<file path="src/core/hostif_defs.vh">
`ifndef HOSTIF_DEFS_VH
`define HOSTIF_DEFS_VH

// Clock rate and the quiet time the host keeps after reset.
`define CLK_MHZ 100
`define RESET_WAIT_US 100
`define RESET_WAIT_CYC (`RESET_WAIT_US * `CLK_MHZ)

// Register and memory shapes.
`define DATA_W 8
`define ADDR_W 7
`define GLYPH_ADDR_W 6
`define DISP_DEPTH 128
`define GLYPH_DEPTH 64
`define FIFO_DEPTH 8

// Field positions.
`define BUSY_BIT 7
`define INSTR_DISP_BIT 7
`define INSTR_GLYPH_BIT 6
`define SER_HDR_RS 1
`define SER_HDR_RD 0

// Serial frame: header byte then data byte, first bit is the msb.
`define SER_HDR_LAST 5'h07
`define SER_FRAME_LAST 5'h0f
`define SER_FRAME_DONE 5'h10

`endif

</file>
<file path="src/core/vfd_host_interface.v">
`timescale 1ns/1ps
`default_nettype none
`include "hostif_defs.vh"

////////////////////////////////////////////////////////////////////////////////

module write_fifo #(
  parameter WIDTH = 16,
  parameter DEPTH = `FIFO_DEPTH
) (
  input wire clk,
  input wire rst,
  input wire in_valid,
  output wire in_ready,
  input wire [WIDTH-1:0] in_data,
  output wire out_valid,
  input wire out_ready,
  output wire [WIDTH-1:0] out_data
);
  localparam PW = $clog2(DEPTH);
  localparam [PW:0] FULL = DEPTH;
  reg [WIDTH-1:0] mem [0:DEPTH-1];
  reg [PW-1:0] wr_q;
  reg [PW-1:0] rd_q;
  reg [PW:0] cnt_q;
  wire push;
  wire pop;

  assign in_ready = (cnt_q != FULL);
  assign out_valid = (cnt_q != {(PW+1){1'b0}});
  assign out_data = mem[rd_q];
  assign push = in_valid && in_ready;
  assign pop = out_valid && out_ready;

  always @(posedge clk) begin
    if (push) begin
      mem[wr_q] <= in_data;
    end
  end

  always @(posedge clk or posedge rst) begin
    if (rst) begin
      wr_q <= {PW{1'b0}};
      rd_q <= {PW{1'b0}};
      cnt_q <= {(PW+1){1'b0}};
    end else begin
      if (push) begin
        wr_q <= (wr_q == DEPTH - 1) ? {PW{1'b0}} : wr_q + 1'b1;
      end
      if (pop) begin
        rd_q <= (rd_q == DEPTH - 1) ? {PW{1'b0}} : rd_q + 1'b1;
      end
      if (push && !pop) begin
        cnt_q <= cnt_q + 1'b1;
      end else if (pop && !push) begin
        cnt_q <= cnt_q - 1'b1;
      end
    end
  end
endmodule // write_fifo

////////////////////////////////////////////////////////////////////////////////

// Function
// RULE1: Link select pin low picks serial link, high picks parallel bus.
// RULE2: Parallel bus carries whole bytes or two nibbles on the upper lines.
// RULE3: Host ties unused pins; the device ignores pins of the unused link.
// RULE4: Two host-visible eight-bit registers: instruction and RAM data.
// RULE5: Instruction register cannot be read back by the host.
// RULE6: A data register write is committed to display or glyph RAM.
// RULE7: Address instruction fetches the addressed RAM byte into data register.
// RULE8: Each data register read fetches the next address for the next read.
// RULE9: Register select low targets instruction/status, high targets data.
// RULE10: Select low write loads instruction register, per bus style strobes.
// RULE11: Select low read returns busy flag on bit 7, address counter below.
// RULE12: Select high write loads data register and commits it to RAM.
// RULE13: Select high read returns the prefetched data register contents.
// RULE14: Host waits 100 microseconds after reset before any access.
// RULE15: Busy flag always reads zero.
// RULE16: Address counter steps by one after each data access, either direction.
// RULE17: Bus style pin picks enable plus read/write, or separate strobes.
// RULE18: Serial frame under low strobe, bits on rising shift clock, eight per byte.
// RULE19: Parallel access window is chip select low overlapping the strobe.
module vfd_host_interface #(
  parameter RESET_WAIT_CYC = `RESET_WAIT_CYC,
  parameter DISP_DEPTH = `DISP_DEPTH,
  parameter GLYPH_DEPTH = `GLYPH_DEPTH,
  parameter FIFO_DEPTH = `FIFO_DEPTH
) (
  input wire ref_clk,
  input wire rst,
  input wire link_select_pin,
  input wire bus_style_select,
  input wire data_width_8,
  input wire addr_decrement,
  input wire cs_n,
  input wire register_select,
  input wire e_rd,
  input wire rw_wr,
  input wire [7:0] parallel_data_lines_in,
  output reg [7:0] parallel_data_lines_out_q,
  output reg parallel_data_lines_oe_q,
  input wire serial_frame_strobe_n,
  input wire sck,
  input wire si,
  output reg so_q,
  input wire ram_hold,
  input wire [`ADDR_W-1:0] scan_disp_addr,
  output reg [7:0] scan_disp_data_q,
  input wire [`GLYPH_ADDR_W-1:0] scan_glyph_addr,
  output reg [7:0] scan_glyph_data_q,
  output reg [7:0] instr_code_q,
  output reg instr_strobe_q,
  output reg host_ready_q
);
  localparam WAIT_W = $clog2(RESET_WAIT_CYC + 1);
  localparam [WAIT_W-1:0] WAIT_END = RESET_WAIT_CYC;
  localparam FW = 1 + `ADDR_W + `DATA_W;

  function [7:0] read_byte;
    input rs;
    input [7:0] dr;
    input [6:0] ac;
    begin
      read_byte = rs ? dr : {1'b0, ac}; // RULE5 RULE15
    end
  endfunction

  reg [7:0] disp_mem [0:DISP_DEPTH-1], glyph_mem [0:GLYPH_DEPTH-1];
  reg [WAIT_W-1:0] wait_q;
  reg go_q, glyph_sel_q, fetch_q, pwin_q, prs_q, prd_q, nib_lo_q, sck_q;
  reg [7:0] dr_q, pdat_q, hdr_q, sdat_q, shout_q;
  reg [`ADDR_W-1:0] ac_q;
  reg [3:0] nib_hi_q;
  reg [4:0] bit_q;
  wire par_mode, pwin, pread, p_end, par_ev, sfr, srise, ser_ev, ev, ev_rs, ev_rd;
  wire fifo_in_ready, fifo_out_valid, drain, dr_write;
  wire [7:0] par_byte, rbyte, ev_data, sbyte;
  wire [FW-1:0] fifo_out;
  wire [`ADDR_W-1:0] ac_step;

  ////////////////////////////////////////////////////////////////////////////
  // Hold off all accesses until the post-reset quiet time is over.

  always @(posedge ref_clk or posedge rst) begin
    if (rst) begin
      wait_q <= {WAIT_W{1'b0}};
      go_q <= 1'b0;
      host_ready_q <= 1'b0;
    end else begin
      if (!go_q) begin
        wait_q <= wait_q + 1'b1; // RULE14
      end
      if (wait_q == WAIT_END) begin
        go_q <= 1'b1; // RULE14
      end
      host_ready_q <= go_q && fifo_in_ready;
    end
  end

  ////////////////////////////////////////////////////////////////////////////
  // Parallel bus: the window is chip select low overlapping the strobe.

  assign par_mode = link_select_pin; // RULE1
  assign pwin = par_mode && go_q && !cs_n &&
                (bus_style_select ? e_rd : (!e_rd || !rw_wr)); // RULE17 RULE19
  assign pread = bus_style_select ? rw_wr : !e_rd; // RULE17
  assign p_end = pwin_q && !pwin;
  assign par_ev = p_end && (data_width_8 || nib_lo_q); // RULE2
  assign par_byte = data_width_8 ? pdat_q : {nib_hi_q, pdat_q[7:4]}; // RULE2
  assign rbyte = read_byte(register_select, dr_q, ac_q); // RULE9 RULE11 RULE13

  always @(posedge ref_clk or posedge rst) begin
    if (rst) begin
      pwin_q <= 1'b0;
      prs_q <= 1'b0;
      prd_q <= 1'b0;
      pdat_q <= 8'h00;
      nib_lo_q <= 1'b0;
      nib_hi_q <= 4'h0;
      parallel_data_lines_out_q <= 8'h00;
      parallel_data_lines_oe_q <= 1'b0;
    end else begin
      pwin_q <= pwin;
      if (pwin) begin
        prs_q <= register_select;
        prd_q <= pread;
        pdat_q <= parallel_data_lines_in;
      end
      if (!data_width_8) begin
        nib_lo_q <= nib_lo_q ^ p_end; // RULE2
      end else begin
        nib_lo_q <= 1'b0;
      end
      if (p_end && !nib_lo_q) begin
        nib_hi_q <= pdat_q[7:4];
      end
      parallel_data_lines_oe_q <= pwin && pread;
      if (data_width_8) begin
        parallel_data_lines_out_q <= rbyte;
      end else if (nib_lo_q) begin
        parallel_data_lines_out_q <= {rbyte[3:0], 4'h0}; // RULE2
      end else begin
        parallel_data_lines_out_q <= {rbyte[7:4], 4'h0}; // RULE2
      end
    end
  end

  ////////////////////////////////////////////////////////////////////////////
  // Serial link: header byte (select, read) then one data byte per frame.

  assign sfr = !par_mode && go_q && !cs_n && !serial_frame_strobe_n; // RULE1 RULE3
  assign srise = sfr && sck && !sck_q; // RULE18
  assign ser_ev = srise && (bit_q == `SER_FRAME_LAST); // RULE18
  assign sbyte = read_byte(hdr_q[`SER_HDR_RS-1], dr_q, ac_q); // RULE18

  always @(posedge ref_clk or posedge rst) begin
    if (rst) begin
      sck_q <= 1'b0;
      bit_q <= 5'h00;
      hdr_q <= 8'h00;
      sdat_q <= 8'h00;
      shout_q <= 8'h00;
      so_q <= 1'b0;
    end else begin
      sck_q <= sck;
      if (!sfr) begin
        bit_q <= 5'h00;
      end else if (srise) begin
        if (bit_q != `SER_FRAME_DONE) begin
          bit_q <= bit_q + 5'h01;
        end
        if (bit_q <= `SER_HDR_LAST) begin
          hdr_q <= {hdr_q[6:0], si}; // RULE18
        end else begin
          sdat_q <= {sdat_q[6:0], si}; // RULE18
        end
        if (bit_q == `SER_HDR_LAST) begin
          shout_q <= sbyte; // RULE18
          so_q <= sbyte[7]; // RULE18
        end else if (bit_q < `SER_FRAME_LAST) begin
          shout_q <= {shout_q[6:0], 1'b0};
          so_q <= shout_q[6]; // RULE18
        end
      end
    end
  end

  ////////////////////////////////////////////////////////////////////////////
  // Common byte event from whichever link is active.

  assign ev = par_ev || ser_ev;
  assign ev_rs = par_mode ? prs_q : hdr_q[`SER_HDR_RS]; // RULE9
  assign ev_rd = par_mode ? prd_q : hdr_q[`SER_HDR_RD];
  assign ev_data = par_mode ? par_byte : {sdat_q[6:0], si};
  assign dr_write = ev && ev_rs && !ev_rd;
  assign ac_step = addr_decrement ? ac_q - 1'b1 : ac_q + 1'b1; // RULE16
  assign drain = fifo_out_valid && !ram_hold;

  write_fifo #(
    .WIDTH(FW),
    .DEPTH(FIFO_DEPTH)
  ) u_write_fifo (
    .clk(ref_clk),
    .rst(rst),
    .in_valid(dr_write),
    .in_ready(fifo_in_ready),
    .in_data({glyph_sel_q, ac_q, ev_data}),
    .out_valid(fifo_out_valid),
    .out_ready(!ram_hold),
    .out_data(fifo_out)
  );

  always @(posedge ref_clk or posedge rst) begin
    if (rst) begin
      instr_code_q <= 8'h00;
      instr_strobe_q <= 1'b0;
      dr_q <= 8'h00;
      ac_q <= {`ADDR_W{1'b0}};
      glyph_sel_q <= 1'b0;
      fetch_q <= 1'b0;
    end else begin
      instr_strobe_q <= 1'b0;
      if (fetch_q && !fifo_out_valid) begin
        fetch_q <= 1'b0;
        if (glyph_sel_q) begin
          dr_q <= glyph_mem[ac_q[`GLYPH_ADDR_W-1:0]]; // RULE7 RULE8
        end else begin
          dr_q <= disp_mem[ac_q]; // RULE7 RULE8
        end
      end
      if (ev && !ev_rs && !ev_rd) begin
        instr_code_q <= ev_data; // RULE4 RULE10
        instr_strobe_q <= 1'b1; // RULE10
        if (ev_data[`INSTR_DISP_BIT]) begin
          glyph_sel_q <= 1'b0;
          ac_q <= ev_data[`ADDR_W-1:0];
          fetch_q <= 1'b1; // RULE7
        end else if (ev_data[`INSTR_GLYPH_BIT]) begin
          glyph_sel_q <= 1'b1;
          ac_q <= {1'b0, ev_data[`GLYPH_ADDR_W-1:0]};
          fetch_q <= 1'b1; // RULE7
        end
      end else if (dr_write && fifo_in_ready) begin
        dr_q <= ev_data; // RULE4 RULE12
        ac_q <= ac_step; // RULE16
        fetch_q <= 1'b0;
      end else if (ev && ev_rs && ev_rd) begin
        ac_q <= ac_step; // RULE16
        fetch_q <= 1'b1; // RULE8
      end
    end
  end

  ////////////////////////////////////////////////////////////////////////////
  // RAM commit from the write queue and the scan read ports.

  always @(posedge ref_clk) begin
    if (drain) begin
      if (fifo_out[FW-1]) begin
        glyph_mem[fifo_out[`DATA_W +: `GLYPH_ADDR_W]] <= fifo_out[`DATA_W-1:0]; // RULE6 RULE12
      end else begin
        disp_mem[fifo_out[`DATA_W +: `ADDR_W]] <= fifo_out[`DATA_W-1:0]; // RULE6 RULE12
      end
    end
  end

  always @(posedge ref_clk or posedge rst) begin
    if (rst) begin
      scan_disp_data_q <= 8'h00;
      scan_glyph_data_q <= 8'h00;
    end else begin
      scan_disp_data_q <= disp_mem[scan_disp_addr];
      scan_glyph_data_q <= glyph_mem[scan_glyph_addr];
    end
  end
endmodule // vfd_host_interface

`default_nettype wire

</file>
<file path="config.mk">
export PLATFORM = sky130hd
export DESIGN_NAME = vfd_host_interface
export DESIGN_NICKNAME = d
export VERILOG_FILES = /design/src/core/vfd_host_interface.v
export VERILOG_INCLUDE_DIRS = /design/src /design/src/core
export SDC_FILE = /design/constraint.sdc
export NUM_CORES = 2
export LEC_CHECK = 0
export BUFFER_PORTS_ARGS = -buffer_cell sky130_fd_sc_hd__buf_2
export CAP_MARGIN = 20
export CORE_MARGIN = 3
export CORE_UTILIZATION = 64
export CTS_BUF_LIST = sky130_fd_sc_hd__clkbuf_8 sky130_fd_sc_hd__clkbuf_16
export DETAILED_ROUTE_END_ITERATION = 10
export GPL_TIMING_DRIVEN = 0
export PLACE_DENSITY_LB_ADDON = 0.08
export SYNTH_ARGS = -nofsm -noshare
export SYNTH_HDL_FRONTEND = slang
export SYNTH_SLANG_ARGS = --single-unit
</file>
<file path="constraint.sdc">
create_clock -name ref_clk -period 5.1 [get_ports ref_clk]
set_clock_uncertainty 0.05 [all_clocks]
set_input_delay 1.275 -clock ref_clk [delete_from_list [all_inputs] [get_ports ref_clk]]
set_output_delay 1.275 -clock ref_clk [all_outputs]
set_load 0.02 [all_outputs]
</file>
==> reports/qor.yml <==
global_routing:
  antenna_found_initial: 25
  via_count_of_the_first_global_routing_pass: 48500
  grt_remaining_overflow: 0
  grt_usage_pct: 45.5
  grt_start_max_net_pins: 145
  grt_pass1_wl_um: 398000
timing:
  timing.slew.headroom_pct: 10.8
  fmax_ghz: 0.184
  finalSetupViolations: 71
  post-route-period-util_pct: 106
  final.setup.worst_slack_ps: -326
  tightest_slew_ps: 1340
  timing_hold_violations_final: 0
  final_max_slew_viol_count: 0
  rsz0062_at_grt: "true"
  timing.final.crit_period_ps: 5430
die:
  initial_core_util_pct: 64.9
  rows: 130
  die_area_um2: 132000
  fp.coreArea_um2: 126000
  width_of_the_die_um: 364
  io_pins: 71
  die_height_um: 364
route:
  via_count: 50800
  dr.first_iter.drc_count: 9904
  routed_wirelength_um: 294000
  detail_route.wl_per_cell_um: 46.8
  antenna_left: 0
  detail_route.drc_violations: 0
  vias_per_cell: 8.11
  1st_pass_router_iterations: 6
synthesis:
  synth.lib_cells_used.distinct: 70
  netlist_instances: 4145
  ys_async_sr_fraction_pct: 6.52
  ys.warnings.count: 0
  synth_enable_flop_cells: 1664
  syn-mean-instance-area_um2: 19.7
  synth_sequential_area_ratio_pct: 64.6
  ys.flop_type: "sky130_fd_sc_hd__edfxtp_1"
  synth.net_count: 4200
  synth.top_cells.by_area: "sky130_fd_sc_hd__edfxtp_1 61%, sky130_fd_sc_hd__mux4_2 26%, sky130_fd_sc_hd__dfrtp_1 3.5%"
  yosysTopAreaCellShare_pct: 61.0
  ys_ff_latch: 1780
  yosys.area.top_type: "sky130_fd_sc_hd__edfxtp_1"
  synth.cell_area_um2: 81900
finish:
  post_layout_nonfiller_instances: 6269
  most_common_cell_after_layout_fill_and_taps_aside: "sky130_fd_sc_hd__edfxtp_1"
  final_core_util_pct: 72.5
  areaGrowthSynthToFinish_pct: 11.8
  stdcell_area_um2: 91500
  nNetsFinal: 4503
  final_cell_mix: "1664 x sky130_fd_sc_hd__edfxtp_1, 930 x sky130_fd_sc_hd__mux4_2, 251 x sky130_fd_sc_hd__nand2_1"
  post_route_cells_drive_above_1_share_pct: 34.1
  final.fill_count: 7447
setup_path:
  cp-end-kind: "flop"
  required_ps: 5720
  origin_of_the_critical_flop_to_flop_path: "ac_q[3]"
  startpoint: "ac_q[3]"
  worstSetupStartpointType: "flop"
  critical_path_class: "flop to flop"
  arrival_ps: 6040
  cp_max_fo: 10
clocking:
  tritoncts: "built"
  cts.hold.buffers_added: 0
  numCtsBuffers: 177
  cts-root-to-sink-buffers: 3
  clock_latency_ps: 850
  clock-sinks: 1780
  cts_htree_levels: 4
  clock_root_buffer: "sky130_fd_sc_hd__clkbuf_16"
  clkTransAtPathRegs_ps: 60
hold_path:
  min-delay-path-class: "flop to flop"
  timing.hold.worst.start: "wait_q[13]"
placed_design:
  detailed_place.area_um2: 85200
  dpl.cell_count: 5904
  replace_congestion: 1.06
  placement.setup.worst_slack_ps: -489
  placement.io_buffers: 56
  detailed_place_hpwl_um: 204000
power_and_ir_drop:
  vdd_drop_max_v: 0.000491
  leakage_nw: 29.2
  powerDensity_nw_per_um2: 399
outcome:
  status: "complete, but fails checks"
  violated_checks: "negative setup slack"
flow_run:
  maxCapViolations: 0
[cell families (layout without fill, tap and decap cells)]
family / count (synthesis) / count (layout) / share of synthesized area, %
XOR/XNOR: 23 / 23 / 0.246
buffers and inverters: 333 / 786 / 1.81
multiplexers: 1083 / 1083 / 27.5
other: 0 / 21 / 0
adder cells (fa/ha/maj): 20 / 20 / 0.324
AND/OR/NAND/NOR: 677 / 677 / 3.61
AO/OA/AOI/OAI: 229 / 229 / 1.87
flip-flops: 1780 / 1780 / 64.6
[state kept, by name, summed over array words and instances, names as in the netlist, 2 cells and up]
signal	count
ac_q	7
bit_q	5
disp_mem	1024
dr_q	8
glyph_mem	512
hdr_q	2
instr_code_q	8
nib_hi_q	4
parallel_data_lines_out_q	8
pdat_q	8
scan_disp_data_q	8
scan_glyph_data_q	8
sdat_q	7
shout_q	7
u_write_fifo.cnt_q	4
u_write_fifo.mem	128
u_write_fifo.rd_q	3
u_write_fifo.wr_q	3
wait_q	14
[routing by layer]
metal | part of all wire (%) | track usage, % | vias to the layer above
li1 | - | - | 18200
met1 | 31 | 56.3 | 26200
met2 | 43 | 63.5 | 5166
met3 | 17 | 21.5 | 1229
met4 | 9.1 | 32.4 | 26
met5 | 0.072 | 0.763 | -
[power by group]
| group | total [mW] | switching (mW) | internal (mW) |
|---|---|---|---|
| logic | 4.77 | 3.62 | 1.15 |
| registers | 18.3 | 0.0608 | 18.2 |
| clock network | 13.5 | 5.77 | 7.73 |
[Yosys cell counts, types with 33 or more instances]
cell / n
sky130_fd_sc_hd__edfxtp_1: 1664
sky130_fd_sc_hd__mux4_2: 930
sky130_fd_sc_hd__nand2_1: 251
sky130_fd_sc_hd__nor2_1: 248
sky130_fd_sc_hd__clkbuf_1: 120
sky130_fd_sc_hd__dfrtp_1: 116
sky130_fd_sc_hd__mux2i_1: 94
sky130_fd_sc_hd__buf_2: 82
sky130_fd_sc_hd__buf_1: 67
sky130_fd_sc_hd__mux2_2: 59
sky130_fd_sc_hd__nand3_1: 50
sky130_fd_sc_hd__o21ai_0: 43
sky130_fd_sc_hd__a21oi_1: 37
sky130_fd_sc_hd__buf_4: 33
[metrics by stage]
stage | total power [mW] | setup TNS [ps] | hold slack (ps)
2_1_floorplan | 21.0 | 0 | 384
3_3_place_gp | 23.1 | -1676940 | 406
3_5_place_dp | 23.2 | -25610 | 408
4_1_cts | 36.3 | 0 | 420
5_1_grt | 37.2 | -3510 | 433
6_report | 36.6 | -5130 | 422
[critical path, cell delays in order, from the launching register on]
cell                       delay (ps)
sky130_fd_sc_hd__dfrtp_1          600
sky130_fd_sc_hd__clkbuf_1         710
sky130_fd_sc_hd__clkbuf_1         730
sky130_fd_sc_hd__buf_8            280
sky130_fd_sc_hd__buf_1            650
sky130_fd_sc_hd__buf_1            830
sky130_fd_sc_hd__a31oi_1          300
sky130_fd_sc_hd__o221ai_1         620
sky130_fd_sc_hd__a21o_1           380
sky130_fd_sc_hd__o31ai_1          120
[final timing paths]
check | to | slack, ps | cells past startpoint
min in group asynchronous | wait_q[9] | 450 | 2
min | wait_q[13] | 420 | 1
max reg2reg | dr_q[5] | -330 | 9
min reg2reg | wait_q[13] | 420 | 1
max | dr_q[5] | -330 | 9
max in group asynchronous | u_write_fifo.rd_q[0] | 3760 | 3
[cell type report]
type	count	area, um^2	share of cell area (%)
Antenna cell	21	52.6	0.0574
Buffer	298	1390	1.52
Clock buffer	192	4680	5.11
Clock inverter	137	1270	1.38
Inverter	29	114	0.124
Multi-Input combinational cell	2032	27700	30.3
Sequential cell	1780	52900	57.8
Tap cell	1650	2060	2.26
Timing Repair Buffer	130	1390	1.52
[repair_timing]
action,CTS,global route
endpoints found under the hold margin,0,0
setup buffers,0,0
gates resized for setup,6,21
setup endpoints to repair,59,111
Power figures use the tool's default switching activity.
